### src/include/plrp_params.svh
`ifndef PLRP_PARAMS_SVH
`define PLRP_PARAMS_SVH

`define PLRP_ADDR_STATUS   16'h0011
`define PLRP_ADDR_IRQSTAT  16'h0012
`define PLRP_ADDR_IRQMASK  16'h0013
`define PLRP_ADDR_PINCFG   16'h0019
`define PLRP_ADDR_REGCTL   16'h00D0

`define PLRP_CFG_LEDMODE2  0
`define PLRP_CFG_PINIRQ    1
`define PLRP_REGCTL_OFF    15

`define PLRP_IRQ_LINK      0
`define PLRP_IRQ_EVENT     1
`define PLRP_IRQ_SLEEP     2
`define PLRP_IRQ_BITS      3

`define PLRP_RST_CFG       2'h0
`define PLRP_RST_REGCTL    16'h0000
`define PLRP_RST_IRQ       3'h0

`define PLRP_CLK_PERIOD_PS 8000
`define PLRP_RESET_MIN_NS  1000
`define PLRP_RESET_CYC \
	((`PLRP_RESET_MIN_NS * 1000 + `PLRP_CLK_PERIOD_PS - 1) / `PLRP_CLK_PERIOD_PS)
`define PLRP_BLINK_HALF_MS 50
`define PLRP_BLINK_CYC \
	((64'd`PLRP_BLINK_HALF_MS * 64'd1000000000) / 64'd`PLRP_CLK_PERIOD_PS)

`endif

### src/include/plrp_pkg.sv
package plrp_pkg;
	typedef enum logic [1:0] {ST_INIT, ST_LATCH, ST_RUN} plrp_state_t;
	typedef logic [15:0] plrp_word_t;
endpackage : plrp_pkg

### src/include/plrp_led_if.sv
`timescale 1ns/1ps
interface plrp_led_if;
	logic activity;
	logic blinkActive;
	logic blinkPhase;
	modport core  (output activity, input blinkActive, input blinkPhase);
	modport blink (input activity, output blinkActive, output blinkPhase);
endinterface : plrp_led_if

### src/logic/plrp_blink.sv
`timescale 1ns/1ps
`include "plrp_params.svh"
module plrp_blink
	import plrp_pkg::*;
#(
	parameter int unsigned BLINK_CYCLES = int'(`PLRP_BLINK_CYC)
) (
	// Clock and reset
	input wire logic    clock,
	input wire logic    rstSyncB,
	// Blink control
	plrp_led_if.blink   led
);
	logic [31:0] halfCount;
	logic        tick;
	logic        actSeen;

	assign tick = (halfCount == 32'(BLINK_CYCLES - 1));

	always_ff @(posedge clock or negedge rstSyncB) begin
		if (!rstSyncB)
			halfCount <= 32'h00000000;
		else if (tick)
			halfCount <= 32'h00000000;
		else
			halfCount <= halfCount + 32'h00000001;
	end

	// Activity is remembered over a whole half period, so a single short frame still shows.
	always_ff @(posedge clock or negedge rstSyncB) begin
		if (!rstSyncB)
			actSeen <= 1'b0;
		else if (tick)
			actSeen <= led.activity;
		else if (led.activity)
			actSeen <= 1'b1;
	end

	always_ff @(posedge clock or negedge rstSyncB) begin
		if (!rstSyncB) begin
			led.blinkActive <= 1'b0;
			led.blinkPhase  <= 1'b0;
		end else if (tick) begin
			led.blinkActive <= actSeen;
			led.blinkPhase  <= actSeen ? ~led.blinkPhase : 1'b0;
		end
	end
endmodule : plrp_blink

### src/logic/plrp_top.sv
// The implementer's own choice: strobed register access.
`timescale 1ns/1ps
`include "plrp_params.svh"
module plrp_top
	import plrp_pkg::*;
#(
	parameter int unsigned BLINK_CYCLES = int'(`PLRP_BLINK_CYC)
) (
	// Clock and reset
	input  wire logic        clock,
	input  wire logic        rst_b,
	// Register port
	input  wire logic [15:0] regAddr,
	input  wire logic [15:0] regWrData,
	input  wire logic        regWrEn,
	input  wire logic        regRdEn,
	output      logic [15:0] regRdData,
	// Transceiver core state
	input  wire logic        linkGood,
	input  wire logic        txActive,
	input  wire logic        rxActive,
	input  wire logic        intEvent,
	// Straps
	input  wire logic        ledModeStrap,
	// Link status LED pin, also the duplex strap
	input  wire logic        linkStatusLedIn,
	output      logic        linkStatusLedOut,
	output      logic        linkStatusLedOeB,
	// Shared interrupt or sleep pin
	input  wire logic        irqOrSleepPinIn,
	output      logic        irqOrSleepPinOut,
	output      logic        irqOrSleepPinOeB,
	// Status
	output      logic        powerDown,
	output      logic        regulatorOff,
	output      logic        autonegDuplexStrap,
	output      logic        coreReady,
	output      logic        irq
);
	localparam int RST_CYC = `PLRP_RESET_CYC;

	function automatic logic hit(input plrp_word_t addr, input plrp_word_t off);
		hit = (addr == off);
	endfunction : hit

	plrp_led_if  led ();

	logic                       rstMeta;
	logic                       rstSyncB;
	logic                       sleepMeta;
	logic                       sleepSync;
	plrp_state_t                state_reg;
	plrp_state_t                state_next;
	logic [7:0]                 initCount;
	logic                       ledMode2_reg;
	logic                       pinIrq_reg;
	plrp_word_t                 regCtl_reg;
	logic [`PLRP_IRQ_BITS-1:0]  irqStat_reg;
	logic [`PLRP_IRQ_BITS-1:0]  irqMask_reg;
	logic [`PLRP_IRQ_BITS-1:0]  irqEvents;
	logic [`PLRP_IRQ_BITS-1:0]  irqClear;
	logic                       linkPrev;
	logic                       ledOn_next;
	logic                       running;
	logic                       wrCfg;
	plrp_word_t                 rdValue;

	// Reset asserts at once but releases on the clock, so no flop sees a runt release.
	always_ff @(posedge clock or negedge rst_b) begin
		if (!rst_b) begin
			rstMeta  <= 1'b0;
			rstSyncB <= 1'b0;
		end else begin
			rstMeta  <= 1'b1;
			rstSyncB <= rstMeta;
		end
	end

	always_ff @(posedge clock or negedge rstSyncB) begin
		if (!rstSyncB) begin
			sleepMeta <= 1'b1;
			sleepSync <= 1'b1;
		end else begin
			sleepMeta <= irqOrSleepPinIn;
			sleepSync <= sleepMeta;
		end
	end

	always_comb begin
		state_next = state_reg;
		case (state_reg)
			ST_INIT:  state_next = (initCount == 8'(RST_CYC - 1)) ? ST_LATCH : ST_INIT;
			ST_LATCH: state_next = ST_RUN;
			ST_RUN:   state_next = ST_RUN;
			default:  state_next = ST_INIT;
		endcase
	end

	// Internal reset is stretched by a full minimum reset time before straps are taken.
	always_ff @(posedge clock or negedge rstSyncB) begin
		if (!rstSyncB)
			state_reg <= ST_INIT;
		else
			state_reg <= state_next;
	end

	always_ff @(posedge clock or negedge rstSyncB) begin
		if (!rstSyncB)
			initCount <= 8'h00;
		else if (state_reg == ST_INIT)
			initCount <= initCount + 8'h01;
	end

	assign running   = (state_reg == ST_RUN);
	assign coreReady = running;
	assign wrCfg     = regWrEn && hit(regAddr, `PLRP_ADDR_PINCFG);

	// Straps are caught by a clocked process after release, never by the reset itself.
	always_ff @(posedge clock or negedge rstSyncB) begin
		if (!rstSyncB) begin
			ledMode2_reg <= 1'((`PLRP_RST_CFG >> `PLRP_CFG_LEDMODE2) & 2'h1);
			pinIrq_reg   <= 1'b0;
		end else if (state_reg == ST_LATCH) begin
			ledMode2_reg <= ~ledModeStrap;
			pinIrq_reg   <= 1'b0;
		end else if (wrCfg) begin
			ledMode2_reg <= regWrData[`PLRP_CFG_LEDMODE2];
			pinIrq_reg   <= regWrData[`PLRP_CFG_PINIRQ];
		end
	end

	always_ff @(posedge clock or negedge rstSyncB) begin
		if (!rstSyncB)
			autonegDuplexStrap <= 1'b1;
		else if (state_reg == ST_LATCH)
			autonegDuplexStrap <= linkStatusLedIn;
	end

	always_ff @(posedge clock or negedge rstSyncB) begin
		if (!rstSyncB)
			regCtl_reg <= `PLRP_RST_REGCTL;
		else if (regWrEn && hit(regAddr, `PLRP_ADDR_REGCTL))
			regCtl_reg <= regWrData;
	end

	assign regulatorOff = regCtl_reg[`PLRP_REGCTL_OFF];

	always_ff @(posedge clock or negedge rstSyncB) begin
		if (!rstSyncB)
			linkPrev <= 1'b0;
		else
			linkPrev <= linkGood;
	end

	assign irqEvents = {
		(!pinIrq_reg && !sleepSync && !powerDown),
		intEvent,
		(running && (linkGood != linkPrev))
	};
	assign irqClear = (regWrEn && hit(regAddr, `PLRP_ADDR_IRQSTAT)) ?
		regWrData[`PLRP_IRQ_BITS-1:0] : `PLRP_RST_IRQ;

	// A new event wins over a clear in the same cycle.
	always_ff @(posedge clock or negedge rstSyncB) begin
		if (!rstSyncB)
			irqStat_reg <= `PLRP_RST_IRQ;
		else
			irqStat_reg <= (irqStat_reg & ~irqClear) | irqEvents;
	end

	always_ff @(posedge clock or negedge rstSyncB) begin
		if (!rstSyncB)
			irqMask_reg <= `PLRP_RST_IRQ;
		else if (regWrEn && hit(regAddr, `PLRP_ADDR_IRQMASK))
			irqMask_reg <= regWrData[`PLRP_IRQ_BITS-1:0];
	end

	assign irq = |(irqStat_reg & irqMask_reg);

	always_ff @(posedge clock or negedge rstSyncB) begin
		if (!rstSyncB)
			powerDown <= 1'b0;
		else
			powerDown <= running && !pinIrq_reg && !sleepSync;
	end

	// The pin only ever sinks; the weak pull-up gives the high level.
	assign irqOrSleepPinOut = 1'b0;
	always_ff @(posedge clock or negedge rstSyncB) begin
		if (!rstSyncB)
			irqOrSleepPinOeB <= 1'b1;
		else
			irqOrSleepPinOeB <= !(running && pinIrq_reg && irq);
	end

	assign led.activity = txActive || rxActive;

	plrp_blink #(
		.BLINK_CYCLES (BLINK_CYCLES)
	) u_blink (
		.clock    (clock),
		.rstSyncB (rstSyncB),
		.led      (led)
	);

	always_comb begin
		if (!ledMode2_reg)
			ledOn_next = linkGood;
		else if (led.blinkActive)
			ledOn_next = led.blinkPhase;
		else
			ledOn_next = linkGood;
	end

	// The LED pin stays released until straps are taken, as it doubles as a strap.
	always_ff @(posedge clock or negedge rstSyncB) begin
		if (!rstSyncB) begin
			linkStatusLedOut <= 1'b0;
			linkStatusLedOeB <= 1'b1;
		end else begin
			linkStatusLedOut <= running && ledOn_next;
			linkStatusLedOeB <= !running;
		end
	end

	always_comb begin
		rdValue = 16'h0000;
		if (hit(regAddr, `PLRP_ADDR_STATUS))
			rdValue = {10'h000, autonegDuplexStrap, ledMode2_reg, regulatorOff,
				powerDown, led.activity, linkGood};
		else if (hit(regAddr, `PLRP_ADDR_IRQSTAT))
			rdValue = {13'h0000, irqStat_reg};
		else if (hit(regAddr, `PLRP_ADDR_IRQMASK))
			rdValue = {13'h0000, irqMask_reg};
		else if (hit(regAddr, `PLRP_ADDR_PINCFG))
			rdValue = {14'h0000, pinIrq_reg, ledMode2_reg};
		else if (hit(regAddr, `PLRP_ADDR_REGCTL))
			rdValue = regCtl_reg;
	end

	always_ff @(posedge clock or negedge rstSyncB) begin
		if (!rstSyncB)
			regRdData <= 16'h0000;
		else
			regRdData <= regRdEn ? rdValue : 16'h0000;
	end
endmodule : plrp_top

### config.mk
export PLATFORM = sky130hd
export DESIGN_NAME = plrp_top
export DESIGN_NICKNAME = d
export VERILOG_FILES = /design/src/include/plrp_pkg.sv /design/src/include/plrp_led_if.sv /design/src/logic/plrp_blink.sv /design/src/logic/plrp_top.sv
export VERILOG_INCLUDE_DIRS = /design/src /design/src/include
export SDC_FILE = /design/constraint.sdc
export NUM_CORES = 1
export LEC_CHECK = 0
export ABC_CLOCK_PERIOD_IN_PS = 4059
export BUFFER_PORTS_ARGS = -buffer_cell sky130_fd_sc_hd__buf_4
export CAP_MARGIN = 5
export CORE_UTILIZATION = 52
export CTS_CLUSTER_DIAMETER = 120
export DETAILED_ROUTE_END_ITERATION = 8
export PLACE_DENSITY_LB_ADDON = 0.12
export SYNTH_ARGS = -nofsm -noshare
export SYNTH_HDL_FRONTEND = slang
export SYNTH_HIERARCHICAL = 1
export SYNTH_SLANG_ARGS = --single-unit
### constraint.sdc
create_clock -name clock -period 4.06 [get_ports clock]
set_input_delay 0.203 -clock clock [delete_from_list [all_inputs] [get_ports clock]]
set_output_delay 0.203 -clock clock [all_outputs]
set_load 0.01 [all_outputs]
# After elaboration in Yosys (flattened, before gate mapping)
# Index checks and enable logic that the tools add are counted.
# totals
register_bits	95
input_bits	43
output_inout_bits	25
word_cells	82
# classes
add_sub_neg	2
eq_ne	10
muxes	19
bitwise	6
reduce_logical	23
# op_table
cell	n
$mux 16	6
$eq 16x5->1 const B	4
$add 32x1->32 const B	1
$eq 32x23->1 const B	1
$mux 32	1
$eq 16x8->1 const B	1
$logic_and 1x1->1	12
$mux 1	10
$add 8x1->8 const B	1
$eq 8x7->1 const B	1
$and 3x3->3	2
$logic_not 1->1	5
$pmux 2 s2	1
$reduce_bool 2->1	2
$mux 3	1
$not 3->3	1
$or 3x3->3	1
$reduce_or 3->1	1
$eq 2x1->1 const B	1
$eq 2x2->1 const B	1
$logic_not 2->1	1
$not 1->1	2
$reduce_or 2->1	1
$logic_or 1x1->1	1
$ne 1x1->1	1

# Logic depth before layout (Yosys ltp)
# logic_depth
ltp_word	7
depth_mapped	7
depth_no_buf	5

# By module
# The synthesis kept the hierarchy.
# modules_own_cells
mod	n_inst	cells_per_inst	area_each_um2	seq_area_each_um2
plrp_top	1	200	2573.7	1507.7
plrp_blink	1	159	1705.4	875.8

# Least setup slack after synthesis
# OpenSTA, ideal clock, no wires.
# synth_timing
path_type	input-to-reg
startpoint	input port regAddr[13]
endpoint	register regCtl_reg[10]
setup_ns	0.125
arrival_time_ns	2.274
required_ns	3.935
path_slack_ns	1.661
stages	7
path_buffers	3
cell_sequence	or4_1 clkbuf_2 or4_4 or3_1 buf_6 buf_12 mux2_4
# synth_via
elab_chain_len	2
# synth_lines
item	line_no	rtl
start: declaration	plrp_top.sv:13	input wire logic [15:0] regAddr,
$eq 16x8->1	plrp_top.sv:43	hit = (addr == off);
$logic_and 1x1->1	plrp_top.sv:142	else if (regWrEn && hit(regAddr, `PLRP_ADDR_REGCTL))
end signal: assignment	plrp_top.sv:141	regCtl_reg <= `PLRP_RST_REGCTL;
end signal: assignment	plrp_top.sv:143	regCtl_reg <= regWrData;
end: declaration	plrp_top.sv:57	plrp_word_t regCtl_reg;
# Every way passes these cells.
# A chain may end at the register's enable or synchronous reset.

# Worst setup path after layout
# layout_timing
startpoint	input port regAddr[13]
endpoint	register regCtl_reg[5]
# Same word-level chain as after synthesis.

==> summary.md <==
| Metric | Value |
|---|---|
| Status | `complete, no violations` |
| R2R cell count | `4` |
| Tot Pwr | `approximately 1.8 mW` |
| Port Buffers | `66` |
| Area delta synth->final | `20.2%` |
| DR top layer | `met4` |
| Number of placed I/O pins | `68` |
| Worst EP required | `roughly 4300 ps` |
| Synth Cell Area | `4280 sq um` |
| CP arrival | `between 2000 and 3000 ps` |
| Clock transition at path regs | `about 80 ps` |
| Yosys reg bits | `95` |
| Wire length on met1 | `roughly 3.8 mm` |
| Filler Cell Count | `around 650` |
| Slew @ Worst Pin | `between 800 and 900 ps` |
| All-Layer GR Usage | `0.224` |
| TritonCTS clock tree | `yes` |
| First-pass GRT wire length | `14.8 mm` |
| FMAX | `about 0.41 GHz` |
| Hold EP | `ledMode2_reg$_DFFE_PN0P_` |
| Worst path depth | `5` |
| CP max-delay cell | `or3_1` |
| Final Core Density | `0.655` |
| FF/Latch Area | `approximately 2400 sq um` |
| Final hold viol count | `0` |
| Core area | `7850 sq um` |
| Syn_area_per_cell | `between 10 and 15 sq um` |
| Endpoints failing setup | `0` |
| Wirelength per Cell | `between 15 and 20 microns` |
| Vias after detailed routing | `around 3k` |
| Prevailing post-synth register cell | `dfrtp_1` |
| Post-route ant nets | `0` |
| Tcrit/Tclk final | `0.596` |
| DRC | `0` |
| Clk pwr share | `0.426` |
| RSZ-0062 raised after global routing | `no` |
| Cells resized by post-CTS repair | `0` |
| CP Max Fanout | `16` |
| WL met3 | `385 microns` |
| # diodes | `0` |
| Switching portion of total power | `0.206` |
| Share of the yosys chip area belonging to registers | `0.557` |
| P_int | `approximately 1.4 mW` |
| CTS Sinks | `95` |
| Pwr dens | `approximately 350 nW/um^2` |
| Post CTS Setup Buffer Count | `0` |
| Final wirelength | `8.58 mm` |
| Ys Warns | `6` |
| Number of global-route vias before repair | `3033` |
| Post-Syn Nets | `408` |
| Row count | `32` |
| Max IR drop VDD | `between 0.0002 and 0.00025 V` |
| Post-Place Worst Slack | `1240 ps` |
| Met2 wire len | `4.20 mm` |
| Width of the die | `around 93 microns` |
| GPL Wtd Cong | `around 0.89` |
| First-pass DRT Iterations | `4` |
| Antenna violations before repair | `0` |
| Max_cap viols | `0` |
| Critical R2R Capture | `u_blink/led.blinkActive$_DFFE_PN0N_` |
| Initial core utilization | `0.545` |
| Flop pwr share | `0.541` |
| R2R Path Start | `u_blink/halfCount[27]$_DFF_PN0_` |
| Worst path top cell family by delay | `simple AND/OR/NAND/NOR gates` |
| Die height | `between 90 and 100 microns` |
| Largest net degree at the start of global routing | `70` |
| Final setup margin | `~1600 ps` |
| Max-slew violations | `0` |
| EDFF count, synth | `0` |
| Multi-input gate area | `1780 sq um` |
| # nets final | `between 400 and 500` |
| Min-delay src | `ledModeStrap` |
| Drt initial violations | `around 150` |
| Post-route cell area | `roughly 5000 sq um` |
| Critical path buffer and inverter count | `1` |
| CTS root buf | `clkbuf_8` |
| Post-synthesis cell count | `359` |
| Final Critical Period | `around 2400 ps` |
| Worst slew margin | `0.426` |
| CP Cell Sequence | `buf_4 -> or4_1 -> or4_4 -> or3_1 -> mux2_4` |
| Setup TNS | `0 ps` |
| Crit Path Class | `in -> reg` |
| Total leakage power | `about 2.4 nW` |
| Hold Path Depth | `2` |
| Latest clock arrival within the worst-skew pair | `between 300 and 400 ps` |
| Share of total power in combinational logic | `0.033` |
| CTS Buf Count | `9` |
| Overflow after GRT | `0` |
| Max stage delay on crit path | `680 ps` |
| Max FFs per register | `32` |
| Worst Hold Class | `in -> reg` |
| Unique masters post-synth | `just under 60` |
| Dpl cell area | `about 4900 sq um` |
| CTS Buffer Depth | `2` |
| Clk_skew | `between 8 and 9 ps` |
| Share of flip-flops with an asynchronous set or reset | `1.00` |
| Fraction of layout instances using a drive strength above 1 | `0.284` |
| Hold-fix buffers, CTS | `3` |
| Dpl cells | `about 520` |
| DP HPWL | `6.14 mm` |
| Reg2reg setup slack | `1990 ps` |
| Final hold slack | `slightly above 50 ps` |
| Die Area | `around 8600 sq um` |
| Via density | `roughly 5.6` |
| CP endpoint kind | `register` |
| Finished Layout Cells | `between 500 and 600` |
| Sw power | `~0.37 mW` |
| CTS HTree Levels | `3` |
| Startpoint Class | `primary input` |
-- cell type report --
class / instances / share of cell area
Timing Repair Buffer: 73 / 0.108
Multi-Input combinational cell: 241 / 0.345
Clock inverter: 6 / 0.0219
Inverter: 12 / 0.00876
Tap cell: 102 / 0.0248
Sequential cell: 95 / 0.464
Clock buffer: 10 / 0.0268
-- worst reg2reg max path, stage by stage (launching register included) --
cell     delay [ps]
dfrtp_1         430
nor4_1          440
nand4_1         190
nor3_2          530
mux2_1          380
-- Yosys cell counts (10+ instances only) --
cell type  count  area (sq um)
dfrtp_1       90          2250
xnor2_1       21           184
nand3_1       20           100
nand2_1       17          63.8
nand4_1       16           100
nor2_1        16          60.1
and2_1        13          81.3
inv_1         12          45.0
mux2_2        11           124
xor2_1        11          96.3
mux2_4        10           150
-- layer usage --
metal	vias to the layer above	track usage
li1	1427	-
met1	1483	0.301
met2	71	0.352
met3	18	0.0632
met4	0	0.0731
met5	-	0
-- worst max-delay path by stage --
| stage | slack (ps) | from | end |
|---|---|---|---|
| floorplan | 1230 | rstSyncB$_DFF_PN0_ | initCount[0]$_DFFE_PN0N_ |
| global placement | 1330 | regAddr[13] | regCtl_reg[8]$_DFFE_PN0P_ |
| detailed placement | 1240 | regAddr[13] | regCtl_reg[14]$_DFFE_PN0P_ |
| CTS | 1640 | regAddr[13] | regCtl_reg[14]$_DFFE_PN0P_ |
| global route | 1570 | regAddr[13] | regCtl_reg[5]$_DFFE_PN0P_ |
| finish | 1640 | regAddr[13] | regCtl_reg[5]$_DFFE_PN0P_ |
-- cells by family after synthesis --
group / share of synthesized area
simple gates: 0.201
flops: 0.557
compound gates: 0.0556
xor+xnor: 0.0655
mux: 0.0740
buf+inv: 0.0281
fa+ha+maj: 0.0175
other cells: 0.00176
-- power by group through the flow --
stage	Sequential, mW	Clock (mW)	Combinational, mW
6_report	0.962	0.758	0.0592
5_1_grt	0.966	0.819	0.0642
4_1_cts	0.963	0.780	0.0589
3_5_place_dp	0.982	0	0.0566
3_3_place_gp	0.982	0	0.0552
2_1_floorplan	0.981	0	0.0128
-- cell usage in the layout, fill, tap and decap left out, types with 3 or more instances in the layout --
master	n
nor2b_1	5
dfstp_2	5
or4b_2	3
nor4_1	7
and4_1	5
ha_1	6
o21ai_0	9
nand3_1	20
xnor2_1	21
bufinv_16	3
mux2_4	10
clkbuf_8	10
nor3_1	5
xor2_1	11
nor2_1	16
a22oi_1	5
inv_1	12
nand2_1	17
buf_4	69
or4_1	5
a21oi_1	8
dfrtp_1	89
nor4b_1	3
dlygate4sd3_1	4
o31ai_1	3
nand4_1	16
mux2_2	11
and2_1	13
and3_1	9
Power figures use the tool's default switching activity.
